File: src/brd_pkg.sv
// Package: address map, slave codes and carrier structs for the boot decoder
package brd_pkg;

  localparam int ADDR_W = 32;
  localparam int EXT_ADDR_W = 26;
  localparam int MASTER_N = 6;

  // Edges after release that pass before the synchronised boot pin is taken on the next edge
  localparam logic [1:0] PIN_CAP_CNT = 2'h2;

  // Top-level bank split: 16 banks of 256 Mbytes
  localparam int BANK_MSB = 31;
  localparam int BANK_LSB = 28;
  localparam logic [3:0] BANK_INTERNAL = 4'h0;
  localparam logic [3:0] BANK_EXT_FIRST = 4'h1;
  localparam logic [3:0] BANK_EXT_LAST = 4'h8;
  localparam logic [3:0] BANK_PERIPH = 4'hF;

  // Second level inside the internal bank: 1 Mbyte areas
  localparam int AREA_MSB = 27;
  localparam int AREA_LSB = 20;
  localparam logic [7:0] AREA_BOOT = 8'h00;
  localparam logic [7:0] AREA_ROM = 8'h01;
  localparam logic [7:0] AREA_FIRST_INTERNAL_SRAM = 8'h02;
  localparam logic [7:0] AREA_SECOND_INTERNAL_SRAM = 8'h03;
  localparam logic [7:0] AREA_USBH = 8'h05;

  // Masters that see the three-way boot region
  localparam int CPU_INSN = 0;
  localparam int CPU_DATA = 1;

  // External chip select roles
  localparam logic [2:0] CS_ZERO = 3'h0;
  localparam logic [2:0] CS_ONE = 3'h1;
  localparam logic [2:0] CS_THREE = 3'h3;
  localparam logic [2:0] CS_FOUR = 3'h4;
  localparam logic [2:0] CS_FIVE = 3'h5;

  // Static controller reset defaults for external boot
  localparam logic [1:0] DBW_16 = 2'h1;

  typedef enum logic [2:0] {
    SLV_ROM   = 3'h0,
    SLV_FIRST_INTERNAL_SRAM = 3'h1,
    SLV_SECOND_INTERNAL_SRAM = 3'h2,
    SLV_USBH  = 3'h3,
    SLV_EXT   = 3'h4,
    SLV_PERIPH = 3'h5,
    SLV_ABORT = 3'h6
  } brd_slave_e;

  typedef enum logic [1:0] {
    CSC_STATIC = 2'h0,
    CSC_SDRAM  = 2'h1,
    CSC_NAND   = 2'h2,
    CSC_CARD   = 2'h3
  } brd_csctl_e;

  typedef struct packed {
    logic             valid;
    logic [ADDR_W-1:0] addr;
  } brd_req_s;

  typedef struct packed {
    logic                  valid;
    brd_slave_e            slave;
    logic [ADDR_W-1:0]     local_addr;
    logic [2:0]            cs;
    brd_csctl_e            csctl;
    logic [EXT_ADDR_W-1:0] ext_addr;
    logic                  abort;
  } brd_sel_s;

  typedef struct packed {
    logic       byte_select;
    logic [1:0] data_width;
    logic       strobe_by_cs;
  } brd_smc_cfg_s;

endpackage

File: src/brd_decoder.sv
// Boot remap address decoder: one independent decoder per bus master
`timescale 1ns/1ps
`default_nettype none

// Function
// - Fetch starts at address zero after reset
// - Remap set puts first SRAM at zero
// - Remap clear, pin high: ROM at zero
// - Remap clear, pin low: chip select zero
// - Boot pin captured at reset, held
// - Boot region spans first megabyte only
// - ROM, SRAMs, USB host always visible
// - CPU masters get three boot slaves
// - Each master has own decoder
// - Each chip select gets 256 Mbytes
// - External boot: byte select, 16-bit, CS strobes
// - Chip select one: SDRAM or static
// - Chip select three: static, optional NAND
// - Chip selects four, five: static, card
// - External address up to 26 bits
// - Sixteen banks: internal, external, peripherals
// - Unused area answered with abort
module brd_decoder #(
  parameter int MASTERS = brd_pkg::MASTER_N
) (
  input  wire logic                     mclk_i,          // System bus clock
  input  wire logic                     arst_n_i,        // Async reset, low
  input  wire logic                     boot_select_pin_i, // Boot pin level
  input  wire logic                     remap_set_i,     // Remap command pulse
  input  wire logic                     remap_clr_i,     // Remap clear pulse
  input  wire logic                     cs1_sdram_i,     // CS1 to SDRAM ctrl
  input  wire logic                     cs3_nand_i,      // CS3 NAND logic on
  input  wire logic                     cs45_card_i,     // CS4/5 card logic on
  input  wire brd_pkg::brd_req_s [MASTERS-1:0] req_i,    // Master requests
  output brd_pkg::brd_sel_s [MASTERS-1:0] sel_o,         // Decoded selects
  output logic                          remap_o,         // Remap status
  output logic                          boot_pin_q_o,    // Captured boot pin
  output brd_pkg::brd_smc_cfg_s         smc_cfg_o        // Static ctrl defaults
);

  // Elaboration check: the processor lanes and the lane checks need three
  if (MASTERS < 3 || MASTERS > 16) begin : g_bad_masters
    $error("brd_decoder: MASTERS must be 3..16");
  end

  // Pin synchroniser; the first stage feeds only the second
  logic pin_s1_q;
  logic pin_s2_q;
  always_ff @(posedge mclk_i or negedge arst_n_i) begin
    if (!arst_n_i) begin
      pin_s1_q <= 1'b0;
      pin_s2_q <= 1'b0;
    end else begin
      pin_s1_q <= boot_select_pin_i;
      pin_s2_q <= pin_s1_q;
    end
  end

  // Capture the pin once after release; later pin changes are ignored.
  // Two edges of sync latency pass before the capture, so the first
  // request is accepted only once the strap is held.
  logic [1:0] cap_cnt_q;
  logic       boot_pin_q;
  logic       ready_q;
  always_ff @(posedge mclk_i or negedge arst_n_i) begin
    if (!arst_n_i) begin
      cap_cnt_q  <= 2'h0;
      boot_pin_q <= 1'b0;
      ready_q    <= 1'b0;
    end else if (!ready_q) begin
      cap_cnt_q <= cap_cnt_q + 2'h1;
      if (cap_cnt_q == brd_pkg::PIN_CAP_CNT) begin
        boot_pin_q <= pin_s2_q;
        ready_q    <= 1'b1;
      end
    end
  end

  // Remap control; reset clears it, set wins over clear
  logic remap_q;
  always_ff @(posedge mclk_i or negedge arst_n_i) begin
    if (!arst_n_i) begin
      remap_q <= 1'b0;
    end else if (remap_set_i) begin
      remap_q <= 1'b1;
    end else if (remap_clr_i) begin
      remap_q <= 1'b0;
    end
  end

  // Boot-region slave for the processor masters
  function automatic brd_pkg::brd_slave_e boot_slave(input logic remap,
                                                      input logic pin);
    if (remap) begin
      boot_slave = brd_pkg::SLV_FIRST_INTERNAL_SRAM;
    end else if (pin) begin
      boot_slave = brd_pkg::SLV_ROM;
    end else begin
      boot_slave = brd_pkg::SLV_EXT;
    end
  endfunction

  // Chip select controller role
  function automatic brd_pkg::brd_csctl_e cs_role(input logic [2:0] cs,
                                                   input logic sd,
                                                   input logic nand_on,
                                                   input logic card_on);
    cs_role = brd_pkg::CSC_STATIC;
    if (cs == brd_pkg::CS_ONE && sd) begin
      cs_role = brd_pkg::CSC_SDRAM;
    end else if (cs == brd_pkg::CS_THREE && nand_on) begin
      cs_role = brd_pkg::CSC_NAND;
    end else if ((cs == brd_pkg::CS_FOUR || cs == brd_pkg::CS_FIVE)
                 && card_on) begin
      cs_role = brd_pkg::CSC_CARD;
    end
  endfunction

  // One combinational decode per master, same map except the boot area, three-way for the CPU masters only
  brd_pkg::brd_sel_s [MASTERS-1:0] dec_d;
  brd_pkg::brd_sel_s [MASTERS-1:0] sel_q;

  always_comb begin
    logic [3:0]  bank;
    logic [7:0]  area;
    logic        cpu;
    bank = 4'h0;
    area = 8'h00;
    cpu  = 1'b0;
    for (int m = 0; m < MASTERS; m++) begin
      bank = req_i[m].addr[brd_pkg::BANK_MSB:brd_pkg::BANK_LSB];
      area = req_i[m].addr[brd_pkg::AREA_MSB:brd_pkg::AREA_LSB];
      cpu  = (m == brd_pkg::CPU_INSN) || (m == brd_pkg::CPU_DATA);
      dec_d[m].valid      = req_i[m].valid && ready_q;
      dec_d[m].slave      = brd_pkg::SLV_ABORT;
      dec_d[m].local_addr = req_i[m].addr;
      dec_d[m].cs         = brd_pkg::CS_ZERO;
      dec_d[m].csctl      = brd_pkg::CSC_STATIC;
      dec_d[m].ext_addr   = req_i[m].addr[brd_pkg::EXT_ADDR_W-1:0];
      dec_d[m].abort      = 1'b0;
      if (bank == brd_pkg::BANK_INTERNAL) begin
        case (area)
          brd_pkg::AREA_BOOT: begin
            if (cpu) begin
              dec_d[m].slave = boot_slave(remap_q, boot_pin_q);
            end else begin
              dec_d[m].slave = remap_q ? brd_pkg::SLV_FIRST_INTERNAL_SRAM
                                       : brd_pkg::SLV_ABORT;
            end
          end
          brd_pkg::AREA_ROM:   dec_d[m].slave = brd_pkg::SLV_ROM;
          brd_pkg::AREA_FIRST_INTERNAL_SRAM: dec_d[m].slave = brd_pkg::SLV_FIRST_INTERNAL_SRAM;
          brd_pkg::AREA_SECOND_INTERNAL_SRAM: dec_d[m].slave = brd_pkg::SLV_SECOND_INTERNAL_SRAM;
          brd_pkg::AREA_USBH:  dec_d[m].slave = brd_pkg::SLV_USBH;
          default:             dec_d[m].slave = brd_pkg::SLV_ABORT;
        endcase
      end else if (bank >= brd_pkg::BANK_EXT_FIRST &&
                   bank <= brd_pkg::BANK_EXT_LAST) begin
        // Bank n maps to chip select n-1, 256 Mbytes each
        dec_d[m].slave = brd_pkg::SLV_EXT;
        dec_d[m].cs    = 3'(bank - brd_pkg::BANK_EXT_FIRST);
      end else if (bank == brd_pkg::BANK_PERIPH) begin
        dec_d[m].slave = brd_pkg::SLV_PERIPH;
      end
      // Boot region on the external path always uses chip select zero
      if (dec_d[m].slave == brd_pkg::SLV_EXT) begin
        dec_d[m].csctl = cs_role(dec_d[m].cs, cs1_sdram_i, cs3_nand_i,
                                 cs45_card_i);
      end
      dec_d[m].abort = dec_d[m].valid &&
                       (dec_d[m].slave == brd_pkg::SLV_ABORT);
    end
  end

  // Registered select outputs, one cycle after the request
  always_ff @(posedge mclk_i or negedge arst_n_i) begin
    if (!arst_n_i) begin
      sel_q <= '0;
    end else begin
      sel_q <= dec_d;
    end
  end

  // Static controller defaults: reset clears them, every edge after release loads them
  brd_pkg::brd_smc_cfg_s smc_q;
  always_ff @(posedge mclk_i or negedge arst_n_i) begin
    if (!arst_n_i) begin
      smc_q <= '0;
    end else begin
      smc_q.byte_select  <= 1'b1;
      smc_q.data_width   <= brd_pkg::DBW_16;
      smc_q.strobe_by_cs <= 1'b1;
    end
  end

  assign sel_o        = sel_q;
  assign remap_o      = remap_q;
  assign boot_pin_q_o = boot_pin_q;
  assign smc_cfg_o    = smc_q;

  // Assertions
  property p_remap_sram;
    @(posedge mclk_i) disable iff (!arst_n_i)
      (remap_q && req_i[0].valid && ready_q &&
       req_i[0].addr[31:20] == 12'h000)
      |=> sel_o[0].slave == brd_pkg::SLV_FIRST_INTERNAL_SRAM;
  endproperty
  a_remap_sram: assert property (p_remap_sram)
    else $error("boot region not FIRST_INTERNAL_SRAM under remap");

  property p_rom_boot;
    @(posedge mclk_i) disable iff (!arst_n_i)
      (!remap_q && boot_pin_q && req_i[1].valid && ready_q &&
       req_i[1].addr[31:20] == 12'h000)
      |=> sel_o[1].slave == brd_pkg::SLV_ROM;
  endproperty
  a_rom_boot: assert property (p_rom_boot)
    else $error("boot region not ROM with pin high");

  property p_ext_boot;
    @(posedge mclk_i) disable iff (!arst_n_i)
      (!remap_q && !boot_pin_q && req_i[0].valid && ready_q &&
       req_i[0].addr[31:20] == 12'h000)
      |=> sel_o[0].slave == brd_pkg::SLV_EXT && sel_o[0].cs == 3'h0;
  endproperty
  a_ext_boot: assert property (p_ext_boot)
    else $error("boot region not chip select zero with pin low");

  property p_pin_held;
    @(posedge mclk_i) disable iff (!arst_n_i)
      ready_q |=> $stable(boot_pin_q);
  endproperty
  a_pin_held: assert property (p_pin_held)
    else $error("captured boot pin changed");

  property p_fixed_second_internal_sram;
    @(posedge mclk_i) disable iff (!arst_n_i)
      (req_i[2].addr[31:20] == 12'h003) |=>
        sel_o[2].slave == brd_pkg::SLV_SECOND_INTERNAL_SRAM;
  endproperty
  a_fixed_second_internal_sram: assert property (p_fixed_second_internal_sram)
    else $error("SECOND_INTERNAL_SRAM not at its fixed base");

  property p_cs_bank;
    @(posedge mclk_i) disable iff (!arst_n_i)
      (req_i[0].addr[31:28] == 4'h3) |=>
        sel_o[0].slave == brd_pkg::SLV_EXT && sel_o[0].cs == 3'h2;
  endproperty
  a_cs_bank: assert property (p_cs_bank)
    else $error("bank 3 not chip select two");

  property p_abort;
    @(posedge mclk_i) disable iff (!arst_n_i)
      (req_i[0].valid && ready_q && req_i[0].addr[31:28] == 4'hA)
      |=> sel_o[0].abort;
  endproperty
  a_abort: assert property (p_abort)
    else $error("unused area not aborted");

  property p_remap_reset;
    @(posedge mclk_i) disable iff (!arst_n_i)
      $rose(arst_n_i) |-> !remap_q;
  endproperty
  a_remap_reset: assert property (p_remap_reset)
    else $error("remap set out of reset");

  // A request held through reset must not leak out before the capture
  property p_not_ready;
    @(posedge mclk_i) disable iff (!arst_n_i)
      !ready_q |=> !sel_o[1].valid;
  endproperty
  a_not_ready: assert property (p_not_ready)
    else $error("request passed before boot pin capture");

  property p_fixed_usbh;
    @(posedge mclk_i) disable iff (!arst_n_i)
      (req_i[MASTERS-1].valid && ready_q &&
       req_i[MASTERS-1].addr[31:20] == 12'h005)
      |=> sel_o[MASTERS-1].slave == brd_pkg::SLV_USBH;
  endproperty
  a_fixed_usbh: assert property (p_fixed_usbh)
    else $error("USB host area not at its fixed base");

  property p_ext_addr;
    @(posedge mclk_i) disable iff (!arst_n_i)
      (req_i[1].valid && ready_q)
      |=> sel_o[1].ext_addr == $past(req_i[1].addr[brd_pkg::EXT_ADDR_W-1:0]);
  endproperty
  a_ext_addr: assert property (p_ext_addr)
    else $error("external address not the low request bits");

  property p_remap_set;
    @(posedge mclk_i) disable iff (!arst_n_i)
      remap_set_i |=> remap_o;
  endproperty
  a_remap_set: assert property (p_remap_set)
    else $error("remap not set after set pulse");

  property p_cs1_role;
    @(posedge mclk_i) disable iff (!arst_n_i)
      (req_i[1].valid && ready_q && req_i[1].addr[31:28] == 4'h2 &&
       cs1_sdram_i) |=> sel_o[1].csctl == brd_pkg::CSC_SDRAM;
  endproperty
  a_cs1_role: assert property (p_cs1_role)
    else $error("chip select one not routed to SDRAM");

  // Defaults must stand once requests are served
  property p_smc_cfg;
    @(posedge mclk_i) disable iff (!arst_n_i)
      ready_q |-> smc_cfg_o.byte_select && smc_cfg_o.strobe_by_cs &&
                  smc_cfg_o.data_width == brd_pkg::DBW_16;
  endproperty
  a_smc_cfg: assert property (p_smc_cfg)
    else $error("static controller defaults lost");

endmodule

`default_nettype wire

File: config.mk
export PLATFORM = sky130hd
export DESIGN_NAME = brd_decoder
export DESIGN_NICKNAME = d
export VERILOG_FILES = /design/src/brd_pkg.sv /design/src/brd_decoder.sv
export SDC_FILE = /design/constraint.sdc
export NUM_CORES = 1
export LEC_CHECK = 0
export ABC_AREA = 0
export ABC_CLOCK_PERIOD_IN_PS = 2400
export BUFFER_PORTS_ARGS = -buffer_cell sky130_fd_sc_hd__buf_2
export CAP_MARGIN = 0
export CORE_AREA = 2 2 240 242
export DETAILED_ROUTE_END_ITERATION = 12
export DIE_AREA = 0 0 242 244
export PLACE_DENSITY_LB_ADDON = 0.3
export RECOVER_POWER = 100
export SLEW_MARGIN = 20
export SYNTH_ARGS = -nofsm -noshare
export SYNTH_HDL_FRONTEND = slang
export SYNTH_SLANG_ARGS = --single-unit
File: constraint.sdc
create_clock -name mclk_i -period 2.4 [get_ports mclk_i]
set_clock_uncertainty 0.1 [all_clocks]
set_input_delay 0.48 -clock mclk_i [delete_from_list [all_inputs] [get_ports mclk_i]]
set_output_delay 0.48 -clock mclk_i [all_outputs]
set_load 0.02 [all_outputs]
==> results.json <==
{
  "status": "complete, no violations",
  "grt_overflow": 0,
  "fin_tns_setup_ns": 0,
  "clock_sinks": 260,
  "root_buffer": "clkbuf_16",
  "drc": 0,
  "async_reset_ff_share_pct": 100,
  "cts_tree": "built",
  "p_sw_uw": 3040,
  "final_core_util_pct": 25.8,
  "nets": 1574,
  "cp-end-kind": "register",
  "synth-edff-count": 0,
  "yosys-mux-area-fraction_pct": 0.880,
  "synth_fa_ha_area_share_pct": 1.76,
  "r2r_setup_slack_ns": 0.71,
  "syn_inst": 665,
  "grt.total_usage_pct": 12.2,
  "critPathKind": "in -> reg",
  "dpl.hpwl_um": 29100,
  "startpoint_type": "input pin",
  "grt_antenna_before_repair": 5,
  "drt_iter0_markers": 221,
  "pwr-share-seq_pct": 43.0,
  "place.port_buffers": 618,
  "hold_path.class": "in -> reg",
  "min_from": "req_i[197]",
  "rr_startpoint": "remap_o$_DFFE_PN0P_",
  "dieWidth_um": 242,
  "hold_viol": 0,
  "grt_pass1_vias": 8077,
  "grt_max_degree": 64,
  "fin_crit_sh_pct": 87.4,
  "io_pins": 620,
  "max_freq_mhz": 477,
  "wl_um": 37700,
  "total_power_uw": 11000,
  "pwr-share-clk_pct": 42.4,
  "p_int_uw": 7970,
  "ys_types": 51,
  "drv_slew": 0,
  "p_leak_uw": 0.00614,
  "synth_ff_type": "dfrtp_1",
  "ys_seq_area_share_pct": 70.4,
  "synthesis.area_um2": 9240,
  "synth.net_count": 884,
  "cts-htree-levels": 1,
  "area.growth.synth_to_final_pct": 56.6,
  "first_pass_iters": 4,
  "synth_simple_gate_area_share_pct": 7.36,
  "synth-xor-area-share_pct": 1.23,
  "yosys_warnings": 0,
  "relSlewSlack_pct": 23.7,
  "die_h_um": 244,
  "vias": 7503,
  "postCtsSetupRepairBufs": 0,
  "core-area_um2": 56200,
  "irDropWorstVdd_v": 0.000539,
  "reg2regPathDepth": 5,
  "post_drt_wl_per_cell_um": 17.7,
  "cap_violations": 0,
  "worstSkewPairLatency_ns": 0.57,
  "dieArea_um2": 59000,
  "vias_per_cell": 3.52,
  "worstMarginPinSlew_ns": 1.14,
  "clkSlewWorstSetupHoldPaths_ns": 0.06,
  "hold_depth": 2,
  "synth_seq_cells": 260,
  "min_period_ns": 2.10,
  "gp_congestion": 0.830,
  "initial_core_util_pct": 16.5,
  "numCtsBuffers": 30,
  "setup_violations": 0,
  "synth.avg_cell_area_um2": 13.9,
  "rows": 87,
  "rsz0062_at_grt": "false",
  "postRouteAntennaNets": 0,
  "critPathArrivalTime_ns": 2.46,
  "grt_pass1_wl_um": 53500,
  "p_sw_share_pct": 27.6,
  "synth_compound_area_share_pct": 4.01,
  "cts.path.max_buffers": 3,
  "layout-drive-gt1-share_pct": 13.7,
  "combPwrFrac_pct": 14.5,
  "synth_top_family_by_area": "buffers and inverters",
  "power_density_nw_per_um2": 760,
  "cp.required_ns": 2.76,
  "r2r_end": "sel_o[204]$_DFF_PN0_",
  "cp_max_fo": 7,
  "min_to": "sel_o[407]$_DFF_PN0_"
}
-- what timing repair did --
action	4_1_cts	5_1_grt
endpoints found under the hold margin	232	0
hold buffers	195	0
resized for setup	0	0
-- cells in the final DEF (no fill, tap or decap), types with 10 or more instances in the layout --
master	instances
clkbuf_1	501
dlygate4sd3_1	195
nand2b_1	13
inv_1	23
clkbuf_16	30
nand2_1	22
ha_1	13
nor2_1	23
xnor2_1	11
buf_2	134
a21oi_1	10
dfrtp_1	260
-- power groups by stage --
stage | registers [uW] | logic, uW | clock network, uW
after floorplan | 5090 | 549 | 0
after global placement | 4810 | 1510 | 0
after detailed placement | 4800 | 1510 | 0
after CTS | 4730 | 1770 | 4850
after global routing | 4760 | 1730 | 5060
final | 4740 | 1600 | 4670
-- layout make-up --
cell class                 count  area (um2)
antenna                        1        2.50
clock buffer                  43         860
clock inverter                11         154
fill                        6168       41700
inverter                      24        90.1
multi-input combinational    213        1410
sequential                   260        6510
tap                          756         946
timing repair buffer         826        4510
-- layer usage --
layer	vias to the layer above	part of all wire [%]	GRT usage, %
li1	3409	-	-
met1	3703	36	12.8
met2	331	52	22.6
met3	54	8.6	4.78
met4	6	2.5	3.61
met5	-	0.11	0
-- Yosys cell counts (2+ instances only) --
cell | number | area [um2]
a21o_1 | 2 | 15.0
o22a_1 | 3 | 26.3
a21oi_1 | 10 | 50.1
or4_1 | 4 | 30.0
a21boi_1 | 2 | 15.0
xnor2_1 | 11 | 96.3
nor3_1 | 7 | 35.0
nand4_1 | 4 | 25.0
or3b_1 | 2 | 17.5
nor3b_1 | 4 | 30.0
xor2_1 | 2 | 17.5
and2_1 | 6 | 37.5
buf_4 | 159 | 1190
a32o_1 | 5 | 50.1
o21ai_0 | 6 | 30.0
nand2b_1 | 13 | 81.3
buf_2 | 2 | 10.0
o21ai_1 | 3 | 15.0
nor4_1 | 5 | 31.3
mux2i_1 | 7 | 70.1
and3_1 | 5 | 31.3
nor2_1 | 23 | 86.3
a21boi_0 | 3 | 22.5
clkbuf_1 | 7 | 26.3
nand3b_1 | 6 | 45.0
nand3_1 | 9 | 45.0
ha_1 | 13 | 163
conb_1 | 2 | 7.51
dfrtp_1 | 260 | 6510
nor2b_1 | 5 | 31.3
o22ai_1 | 6 | 37.5
or3_1 | 3 | 18.8
a211oi_1 | 2 | 15.0
o31ai_1 | 3 | 22.5
o21a_1 | 2 | 15.0
nand2_1 | 22 | 82.6
inv_1 | 23 | 86.3
-- kinds of logic after synthesis --
group	after synthesis
DFF	260
buffers and inverters	192
and+or+nand+nor	123
AOI/OAI and AO/OA	54
adders and majority gates	13
xor gates and xnor gates	13
muxes	8
other	2
-- flip-flops by register name, summed over array words and instances (netlist names) --
signal / count
cap_cnt_q: 2
ready_q: 1
sel_o: 252
remap_o: 1
smc_cfg_o: 1
boot_pin_q_o: 1
pin_s2_q: 1
pin_s1_q: 1
-- stage by stage --
| step | hold slack [ns] | instances | worst slack [ns] | cell area (um2) |
|---|---|---|---|---|
| 2_1_floorplan | 0.0844 | 665 | 0.606 | 9240 |
| 3_3_place_gp | 0.236 | 1884 | 0.362 | 12200 |
| 3_5_place_dp | 0.239 | 1884 | 0.338 | 12200 |
| 4_1_cts | 0.00657 | 2133 | 0.383 | 15100 |
| 5_1_grt | 0.0334 | 2134 | 0.138 | 14500 |
| 6_report | 0.0504 | 2134 | 0.301 | 14500 |
-- worst max-delay path by stage --
stage,from,to,slack (ns),depth (start not counted)
final,req_i[94],sel_o[136]$_DFF_PN0_,0.30,8
after CTS,remap_o$_DFFE_PN0P_,remap_o,0.38,1
after global placement,req_i[58],sel_o[68]$_DFF_PN0_,0.36,5
after global routing,arst_n_i,sel_o[347]$_DFF_PN0_,0.14,3
after detailed placement,req_i[58],sel_o[68]$_DFF_PN0_,0.34,5
after floorplan,req_i[157],sel_o[338]$_DFF_PN0_,0.61,3
-- worst max-delay path: stages --
cell and delay (ns):
dlygate4sd3_1 0.55, clkbuf_1 0.16, inv_1 0.14, ha_1 0.29, nor2b_1 0.28, and3_1 0.26, o21ai_0 0.12, and3b_1 0.17
Note: power is estimated with default switching activity, not from simulation.
